$ cat src/shared/dmbc_pkg.sv
// constants, field layout and types of the loop ratio and supply detector register bank
package dmbc_pkg;
  localparam int unsigned ADDR_W = 8;
  localparam logic [7:0] OFF_RATIO = 8'h2C;
  localparam logic [7:0] OFF_SYNC = 8'h30;
  localparam logic [7:0] OFF_DET = 8'h34;
  localparam logic [31:0] RATIO_RST = 32'h00000000;
  localparam int unsigned COARSE_LSB = 26;
  localparam int unsigned FINE_LSB = 16;
  localparam int unsigned FACTOR_LSB = 0;
  localparam int unsigned REFRESH_BIT = 7;
  localparam int unsigned LEVEL_LSB = 16;
  localparam int unsigned PRESC_LSB = 12;
  localparam int unsigned SCLK_BIT = 9;
  localparam int unsigned MODE_BIT = 8;
  localparam int unsigned STDBY_BIT = 6;
  localparam int unsigned ACTION_LSB = 3;
  localparam int unsigned DEADBAND_BIT = 2;
  localparam int unsigned ENABLE_BIT = 1;
  localparam logic [9:0] FINE_MIDPOINT = 10'h200;
  // system clock cycles from a refresh request to the captured value
  localparam int unsigned REFRESH_TIME_NS = 30;
  localparam int unsigned CLK_PERIOD_NS = 10;
  localparam logic [3:0] REFRESH_CYC =
    4'((REFRESH_TIME_NS + CLK_PERIOD_NS - 1) / CLK_PERIOD_NS);
  // slow ticks the sampling clock counts before the tick on which it reads as stable
  localparam logic [1:0] SCLK_STABLE_TICKS = 2'h2;
  localparam logic [15:0] PRESC_FULL = 16'hFFFF;
  localparam logic [3:0] PRESC_TOP = 4'hF;

  typedef enum logic [1:0] {
    ACT_NONE = 2'b00,
    ACT_RESET = 2'b01,
    ACT_IRQ = 2'b10,
    ACT_RSVD = 2'b11
  } dmbc_action_e;

  typedef enum logic [1:0] {
    RF_IDLE = 2'b00,
    RF_WAIT = 2'b01,
    RF_DONE = 2'b10
  } dmbc_refresh_e;

  typedef struct packed {
    logic [5:0] level;
    logic [3:0] presc;
    logic sclk_on;
    logic sampling;
    logic keep_in_standby;
    logic [1:0] action;
    logic deadband;
    logic enable;
  } dmbc_det_s;
endpackage

$ cat src/shared/dmbc_samp_if.sv
// carrier between the detector control and its sampling prescaler
interface dmbc_samp_if;
  logic tick;
  logic run;
  logic [3:0] presc;
  logic sample;

  modport ctrl (output tick, output run, output presc, input sample);
  modport presc_side (input tick, input run, input presc, output sample);
endinterface

$ cat src/rtl/dmbc_top.sv
// loop ratio, refresh request and supply detector register bank with apb slave
//
// Added by the designer: the APB register port.
module dmbc_top
  import dmbc_pkg::*;
(
  input wire logic CLK,
  input wire logic RESET_N,
  input wire logic PSEL,
  input wire logic PENABLE,
  input wire logic PWRITE,
  input wire logic [7:0] PADDR,
  input wire logic [31:0] PWDATA,
  output logic [31:0] PRDATA,
  output logic PREADY,
  output logic PSLVERR,
  input wire logic WRITE_PROTECT,
  input wire logic LOOP_CLOSED,
  input wire logic [31:0] LOOP_VALUE_IN,
  output logic [5:0] COARSE_STEP_LIMIT,
  output logic [9:0] FINE_STEP_LIMIT,
  output logic [15:0] RATIO_FACTOR,
  output logic LOCK_LOSS,
  output logic FINE_PRESET,
  output logic [9:0] FINE_PRESET_VALUE,
  output logic [31:0] LOOP_VALUE,
  output logic LOOP_READY,
  input wire logic [5:0] USER_LEVEL,
  input wire logic [1:0] USER_ACTION,
  input wire logic USER_DEADBAND,
  input wire logic USER_ENABLE,
  input wire logic ULP_CLK_1K,
  input wire logic SUPPLY_BELOW,
  input wire logic STANDBY,
  output logic [5:0] DETECT_LEVEL,
  output logic DETECT_DEADBAND,
  output logic DETECT_ON,
  output logic SUPPLY_LOW,
  output logic BROWNOUT_RESET,
  output logic BROWNOUT_IRQ,
  output logic DETECT_SYNC_BUSY
);
  // ---------------- apb decode ----------------
  logic setup;
  logic access;
  logic wr_acc;
  logic hit_ratio;
  logic hit_sync;
  logic hit_det;
  logic mapped;
  logic wr_ok;

  assign setup = PSEL & ~PENABLE;
  assign access = PSEL & PENABLE;
  assign hit_ratio = (PADDR == OFF_RATIO);
  assign hit_sync = (PADDR == OFF_SYNC);
  assign hit_det = (PADDR == OFF_DET);
  assign mapped = hit_ratio | hit_sync | hit_det;
  assign wr_acc = access & PWRITE;
  assign wr_ok = wr_acc & mapped & ~WRITE_PROTECT;
  assign PREADY = 1'b1;
  assign PSLVERR = access & (~mapped | (PWRITE & WRITE_PROTECT));

  // ---------------- slow domain inputs ----------------
  logic [1:0] sync_in;
  logic [1:0] sync_out;
  logic ulp_s;
  logic below_s;
  logic ulp_prev_q;
  logic tick;

  assign sync_in = {ULP_CLK_1K, SUPPLY_BELOW};

  dmbc_sync2 #(
    .W(2)
  ) u_sync (
    .CLK(CLK),
    .RESET_N(RESET_N),
    .async_in(sync_in),
    .sync_out(sync_out)
  );

  assign ulp_s = sync_out[1];
  assign below_s = sync_out[0];
  assign tick = ulp_s & ~ulp_prev_q;

  // ---------------- ratio register ----------------
  logic [31:0] ratio_q;
  logic [31:0] ratio_d;
  logic lock_loss_q;
  logic lock_loss_d;

  always_comb begin
    ratio_d = ratio_q;
    lock_loss_d = 1'b0;
    if (wr_ok && hit_ratio) begin
      ratio_d = PWDATA;
      lock_loss_d = 1'b1;
    end
  end

  always_ff @(posedge CLK) begin
    if (!RESET_N) begin
      ratio_q <= RATIO_RST;
      lock_loss_q <= 1'b0;
    end else begin
      ratio_q <= ratio_d;
      lock_loss_q <= lock_loss_d;
    end
  end

  // step limits are only handed to the loop while it runs closed
  assign COARSE_STEP_LIMIT = LOOP_CLOSED ? ratio_q[COARSE_LSB +: 6] : 6'h00;
  assign FINE_STEP_LIMIT = LOOP_CLOSED ? ratio_q[FINE_LSB +: 10] : 10'h000;
  assign RATIO_FACTOR = ratio_q[FACTOR_LSB +: 16];
  assign LOCK_LOSS = lock_loss_q;
  assign FINE_PRESET = lock_loss_q;
  assign FINE_PRESET_VALUE = FINE_MIDPOINT;

  // ---------------- loop value refresh ----------------
  dmbc_refresh_e rf_q;
  dmbc_refresh_e rf_d;
  logic [3:0] rf_cnt_q;
  logic [3:0] rf_cnt_d;
  logic [31:0] value_q;
  logic [31:0] value_d;
  logic ready_q;
  logic ready_d;
  logic refresh_req;

  assign refresh_req = wr_ok & hit_sync & PWDATA[REFRESH_BIT] & LOOP_CLOSED;

  always_comb begin
    rf_d = rf_q;
    rf_cnt_d = rf_cnt_q;
    value_d = value_q;
    ready_d = ready_q;
    case (rf_q)
      RF_IDLE: begin
        if (refresh_req) begin
          rf_d = RF_WAIT;
          rf_cnt_d = REFRESH_CYC;
          ready_d = 1'b0;
        end
      end
      RF_WAIT: begin
        if (rf_cnt_q <= 4'h1) begin
          rf_d = RF_DONE;
          value_d = LOOP_VALUE_IN;
        end else begin
          rf_cnt_d = rf_cnt_q - 4'h1;
        end
      end
      RF_DONE: begin
        rf_d = RF_IDLE;
        ready_d = 1'b1;
      end
      default: begin
        rf_d = RF_IDLE;
      end
    endcase
    // a ratio write drops the ready flag unless the refresh machine is in RF_DONE this cycle
    if (lock_loss_d && rf_q != RF_DONE) begin
      ready_d = 1'b0;
    end
  end

  always_ff @(posedge CLK) begin
    if (!RESET_N) begin
      rf_q <= RF_IDLE;
      rf_cnt_q <= 4'h0;
      value_q <= 32'h00000000;
      ready_q <= 1'b0;
    end else begin
      rf_q <= rf_d;
      rf_cnt_q <= rf_cnt_d;
      value_q <= value_d;
      ready_q <= ready_d;
    end
  end

  assign LOOP_VALUE = value_q;
  assign LOOP_READY = ready_q;

  // ---------------- detector control ----------------
  dmbc_det_s shadow_q;
  dmbc_det_s shadow_d;
  dmbc_det_s active_q;
  dmbc_det_s active_d;
  logic pending_q;
  logic pending_d;
  logic boot_q;
  logic boot_d;
  logic sclk_stat_q;
  logic sclk_stat_d;
  logic [1:0] stable_q;
  logic [1:0] stable_d;
  logic ulp_prev_d;

  always_comb begin
    shadow_d = shadow_q;
    active_d = active_q;
    pending_d = pending_q;
    boot_d = 1'b1;
    sclk_stat_d = sclk_stat_q;
    stable_d = stable_q;
    ulp_prev_d = ulp_s;
    if (!boot_q) begin
      // user row values are taken once, on the first cycle after reset
      shadow_d.level = USER_LEVEL;
      shadow_d.action = USER_ACTION;
      shadow_d.deadband = USER_DEADBAND;
      shadow_d.enable = USER_ENABLE;
      active_d = shadow_d;
    end else begin
      // a write reaches the slow side at its next tick
      if (tick && pending_q) begin
        active_d = shadow_q;
        pending_d = 1'b0;
      end
      if (wr_ok && hit_det) begin
        shadow_d.level = PWDATA[LEVEL_LSB +: 6];
        shadow_d.presc = PWDATA[PRESC_LSB +: 4];
        shadow_d.sclk_on = PWDATA[SCLK_BIT];
        shadow_d.sampling = PWDATA[MODE_BIT];
        shadow_d.keep_in_standby = PWDATA[STDBY_BIT];
        shadow_d.action = PWDATA[ACTION_LSB +: 2];
        shadow_d.deadband = PWDATA[DEADBAND_BIT];
        shadow_d.enable = PWDATA[ENABLE_BIT];
        pending_d = 1'b1;
      end
      // sampling clock status lags the request by slow ticks
      if (tick) begin
        if (active_q.sclk_on) begin
          if (stable_q >= SCLK_STABLE_TICKS) begin
            sclk_stat_d = 1'b1;
          end else begin
            stable_d = stable_q + 2'h1;
          end
        end else begin
          stable_d = 2'h0;
          sclk_stat_d = 1'b0;
        end
      end
    end
  end

  always_ff @(posedge CLK) begin
    if (!RESET_N) begin
      shadow_q <= '0;
      active_q <= '0;
      pending_q <= 1'b0;
      boot_q <= 1'b0;
      sclk_stat_q <= 1'b0;
      stable_q <= 2'h0;
      ulp_prev_q <= 1'b0;
    end else begin
      shadow_q <= shadow_d;
      active_q <= active_d;
      pending_q <= pending_d;
      boot_q <= boot_d;
      sclk_stat_q <= sclk_stat_d;
      stable_q <= stable_d;
      ulp_prev_q <= ulp_prev_d;
    end
  end

  // ---------------- sampling and action ----------------
  dmbc_samp_if sif ();

  assign sif.tick = tick;
  assign sif.run = active_q.sclk_on;
  assign sif.presc = active_q.presc;

  dmbc_presc u_presc (
    .CLK(CLK),
    .RESET_N(RESET_N),
    .sif(sif.presc_side)
  );

  logic det_on;
  logic held_q;
  logic held_d;
  logic low_q;
  logic low_d;
  logic rst_q;
  logic rst_d;
  logic irq_q;
  logic irq_d;
  logic cmp;

  assign det_on = active_q.enable & (~STANDBY | active_q.keep_in_standby);

  always_comb begin
    held_d = held_q;
    if (sif.sample) begin
      held_d = below_s;
    end
    cmp = active_q.sampling ? held_q : below_s;
    low_d = det_on & cmp;
    rst_d = 1'b0;
    irq_d = 1'b0;
    if (low_d && !low_q) begin
      case (dmbc_action_e'(active_q.action))
        ACT_RESET: rst_d = 1'b1;
        ACT_IRQ: irq_d = 1'b1;
        default: begin
          rst_d = 1'b0;
          irq_d = 1'b0;
        end
      endcase
    end
  end

  always_ff @(posedge CLK) begin
    if (!RESET_N) begin
      held_q <= 1'b0;
      low_q <= 1'b0;
      rst_q <= 1'b0;
      irq_q <= 1'b0;
    end else begin
      held_q <= held_d;
      low_q <= low_d;
      rst_q <= rst_d;
      irq_q <= irq_d;
    end
  end

  assign DETECT_LEVEL = active_q.level;
  assign DETECT_DEADBAND = active_q.deadband;
  assign DETECT_ON = det_on;
  assign SUPPLY_LOW = low_q;
  assign BROWNOUT_RESET = rst_q;
  assign BROWNOUT_IRQ = irq_q;
  assign DETECT_SYNC_BUSY = pending_q;

  // ---------------- read data ----------------
  logic [31:0] rdata_q;
  logic [31:0] rdata_d;
  logic [31:0] det_rd;

  always_comb begin
    det_rd = 32'h00000000;
    det_rd[LEVEL_LSB +: 6] = shadow_q.level;
    det_rd[PRESC_LSB +: 4] = shadow_q.presc;
    det_rd[SCLK_BIT] = sclk_stat_q;
    det_rd[MODE_BIT] = shadow_q.sampling;
    det_rd[STDBY_BIT] = shadow_q.keep_in_standby;
    det_rd[ACTION_LSB +: 2] = shadow_q.action;
    det_rd[DEADBAND_BIT] = shadow_q.deadband;
    det_rd[ENABLE_BIT] = shadow_q.enable;
    rdata_d = rdata_q;
    if (setup && !PWRITE) begin
      if (hit_ratio) begin
        rdata_d = ratio_q;
      end else if (hit_det) begin
        rdata_d = det_rd;
      end else begin
        rdata_d = 32'h00000000;
      end
    end
  end

  always_ff @(posedge CLK) begin
    if (!RESET_N) begin
      rdata_q <= 32'h00000000;
    end else begin
      rdata_q <= rdata_d;
    end
  end

  assign PRDATA = rdata_q;
endmodule

$ cat src/rtl/dmbc_sync2.sv
// two flip-flop synchroniser for asynchronous levels
module dmbc_sync2 #(
  parameter int unsigned W = 1
) (
  input wire logic CLK,
  input wire logic RESET_N,
  input wire logic [W-1:0] async_in,
  output logic [W-1:0] sync_out
);
  logic [W-1:0] meta_q;
  logic [W-1:0] sync_q;

  always_ff @(posedge CLK) begin
    if (!RESET_N) begin
      meta_q <= '0;
      sync_q <= '0;
    end else begin
      meta_q <= async_in;
      sync_q <= meta_q;
    end
  end

  assign sync_out = sync_q;
endmodule

$ cat src/rtl/dmbc_presc.sv
// sampling prescaler: one sample pulse per 2^(select+1) slow ticks
module dmbc_presc
  import dmbc_pkg::*;
(
  input wire logic CLK,
  input wire logic RESET_N,
  dmbc_samp_if.presc_side sif
);
  logic [15:0] cnt_q;
  logic [15:0] cnt_d;
  logic sample_q;
  logic sample_d;
  logic [15:0] last;

  always_comb begin
    last = PRESC_FULL >> (PRESC_TOP - sif.presc);
    cnt_d = cnt_q;
    sample_d = 1'b0;
    if (!sif.run) begin
      cnt_d = '0;
    end else if (sif.tick) begin
      if (cnt_q >= last) begin
        cnt_d = '0;
        sample_d = 1'b1;
      end else begin
        cnt_d = cnt_q + 16'h0001;
      end
    end
  end

  always_ff @(posedge CLK) begin
    if (!RESET_N) begin
      cnt_q <= '0;
      sample_q <= 1'b0;
    end else begin
      cnt_q <= cnt_d;
      sample_q <= sample_d;
    end
  end

  assign sif.sample = sample_q;
endmodule

$ cat config.mk
export PLATFORM = sky130hd
export DESIGN_NAME = dmbc_top
export DESIGN_NICKNAME = d
export VERILOG_FILES = /design/src/shared/dmbc_pkg.sv /design/src/shared/dmbc_samp_if.sv /design/src/rtl/dmbc_top.sv /design/src/rtl/dmbc_sync2.sv /design/src/rtl/dmbc_presc.sv
export SDC_FILE = /design/constraint.sdc
export NUM_CORES = 1
export LEC_CHECK = 0
export BUFFER_PORTS_ARGS = -buffer_cell sky130_fd_sc_hd__buf_2
export CAP_MARGIN = 20
export CORE_ASPECT_RATIO = 0.75
export CORE_MARGIN = 2
export CORE_UTILIZATION = 40
export CTS_CLUSTER_DIAMETER = 40
export DETAILED_ROUTE_END_ITERATION = 8
export PLACE_DENSITY = 0.61
export SYNTH_ARGS = -nofsm -noshare
export SYNTH_HDL_FRONTEND = slang
export SYNTH_HIERARCHICAL = 1
export SYNTH_SLANG_ARGS = --single-unit
$ cat constraint.sdc
create_clock -name CLK -period 3.2 [get_ports CLK]
set_input_delay 0.32 -clock CLK [delete_from_list [all_inputs] [get_ports CLK]]
set_output_delay 0.32 -clock CLK [all_outputs]
set_load 0.02 [all_outputs]
==> flow_summary.toml <==
[outcome]
outcome = "finished clean"

[logic_synthesis]
synth_top_area_frac = 0.4455
ys.flop_type = "dfxtp_1"
yosysMostFrequentCell = "dfxtp_1"
ys_warn_count = 6
synthTopCellsByCount = "169 x dfxtp_1, 133 x nand2_1, 72 x a21oi_1, 57 x nor2_1"
synthArstFlopShare = 0
yosysTopAreaCell = "dfxtp_1"
netlist_area_um2 = 7594
ys_top_cells_by_area = "dfxtp_1 45%, nand2_1 6.6%, a21oi_1 4.7%"
synth_seq_cells = 169
synth_edf_count = 0
ys_seq_area_frac = 0.4455
syn-instance-count = 881
ys_types = 61
avgSynthCellArea_um2 = 8.619

[floorplan]
die_h_um = 123.3
die_area_um2 = 20110
num_rows = 43
initial_utilization = 0.4091
io_pins = 215
core_um2 = 18560
fp.dieW_um = 163.1

[clock_network]
path_clk_slew_ns = 0.06
cts_tree = "done"
cts_root_buf = "clkbuf_16"
htreeDepth = 4
cts_resized = 0
clock_latency_ns = 0.42
clockBufferDepth = 2
cts_sinks = 169
numCtsBuffers = 17
cts_setup_buffers = 0
ctsHoldBuffers = 0

[global_route]
grt_pass1_wl_mm = 31.22
gr-total-overflow = 0
grt_max_degree = 49
first_global_vias = 5873
grt_usage = 0.1983
antenna_found_initial = 4

[place]
port_buffers = 203
dp_hpwl_mm = 14.06
postPlaceCellArea_um2 = 8538
place.gp.congestion = 0.8553
dp_slack_ns = 0.6712

[final_layout]
syn_to_final_growth_pct = 20.20
multiInputGateArea_um2 = 3661
nNetsFinal = 1145
final_area_um2 = 9128
final_core_util = 0.4917
seqCellArea_um2 = 3383
fillCellCount = 1839
drive_above_1_share = 0.3209

[setup_path]
critPathLaunchType = "register"
cp_max_fo = 15
crit_required_ns = 3.49
end_kind = "register"
r2r_start = "sif.presc[1]"
crit_arrival_ns = 2.81
startpoint = "sif.presc[1]"
critPathKind = "register to register"

[power]
powerDensity_nw_per_um2 = 489.9
power_mw = 4.471
vdd_drop_max_mv = 0.2979
p_leak_nw = 3.790

[timing]
fin_ws_ns = 0.6774
final_hold_viol_count = 0
setup_viol = 0
setup_tns_ns = 0
slew_headroom = 0.3520
rsz0062_at_grt = "no"
fmax_mhz = 396.4
skew_ns = 0.004630
post-route-min-period_ns = 2.523
final_max_slew_viol_count = 0
worstMarginPinSlew_ns = 0.9697
finalCritPeriodShare = 0.7883

[routing]
ant_nets = 0
drtIter0Drc = 472
drt-total-wl_mm = 20.20
drt-wirelength-per-cell_um = 15.59
via_count = 6498
first_pass_iters = 8
drc = 0
via_per_inst = 5.014

[min_path]
min_from = "ULP_CLK_1K"
hold_path_class = "input port to register"

[job]
drv_cap = 0
## placed cells by master (no fill, tap or decap), types with 3 or more instances in the layout
cell type   instances
a21o_1              3
ha_1               18
nand2_1           133
buf_2             203
nor2_1             57
nor3_1             38
xnor2_1             6
dfxtp_1           169
a221oi_1           17
inv_1               7
clkinvlp_4          5
nor2_2             10
and2_1             25
mux2i_1            20
a21oi_1            72
xor2_1             10
and3_1              3
nand2_2            30
conb_1             11
clkbuf_16          17
a21oi_2            30
buf_4              15
a211oi_1           12
o21ai_0            42
nor4_2              4
nand3_1            30
nand4_1             6
nand2b_1            4
## registers in the layout (all words and copies together), names as in the netlist, 2 cells and up
register / count
DETECT_LEVEL: 6
LOOP_VALUE: 32
PRDATA: 32
active_q: 5
det_rd: 16
ratio_q: 32
rf_cnt_q: 4
rf_q: 2
sif.presc: 4
stable_q: 2
u_presc/cnt_q: 16
u_sync/meta_q: 2
u_sync/sync_out: 2
## kinds of logic (layout without fill, tap and decap cells)
kind of cell,after synthesis,count (layout),synth area share
muxes,20,20,0.02636
DFF,169,169,0.4455
adders and majority gates,18,18,0.02966
xor gates and xnor gates,16,16,0.01845
other,2,13,0.0009890
and+or+nand+nor,365,365,0.2404
buffers and inverters,102,259,0.07843
AOI/OAI and AO/OA,189,189,0.1602
## stage by stage
step / std cells / hold WS [ns]
global placement: 1263 / 0.4186
detailed placement: 1263 / 0.4257
global route: 1295 / 0.09307
floorplan: 890 / 0.3477
finish: 1296 / 0.1012
CTS: 1294 / 0.08031
## critical path, cell delays in order, from the launching register on
cell	delay, ns
dfxtp_1	0.47
o21ai_0	0.16
or2_2	0.32
ha_1	0.35
nand4_4	0.09
nor4_2	0.28
a22oi_2	0.12
a21oi_4	0.48
nor2_1	0.10
## where the power goes
group | switching (mW) | internal, mW
Combinational | 0.169 | 0.0971
Sequential | 0.0194 | 2.13
Clock | 0.877 | 1.17
Total | 1.07 | 3.41
## per-layer routing
metal / up-vias / track usage / part of all wire
li1: 3292 / - / -
met2: 186 / 0.2971 / 0.44
met5: - / 0 / 0.00064
met1: 3001 / 0.2673 / 0.46
met4: 2 / 0.05642 / 0.011
met3: 17 / 0.07414 / 0.087
## layout make-up
cell class              instances  area share
diodes                          2   0.0005483
well taps                     247     0.03386
clock buffers                  18     0.04812
multi-input cells             619      0.4011
inverters                       9    0.003975
repair buffers                219      0.1258
flip-flops and latches        169      0.3707
clock inverters                13     0.01590
## final timing paths
kind                         to  slack, ns  cells after the start
max           u_presc/cnt_q[15]       0.68                      8
min            u_sync/meta_q[1]       0.10                      2
max reg2reg   u_presc/cnt_q[15]       0.68                      8
min reg2reg  u_sync/sync_out[0]       0.44                      1
(Power assumes the default switching activity.)
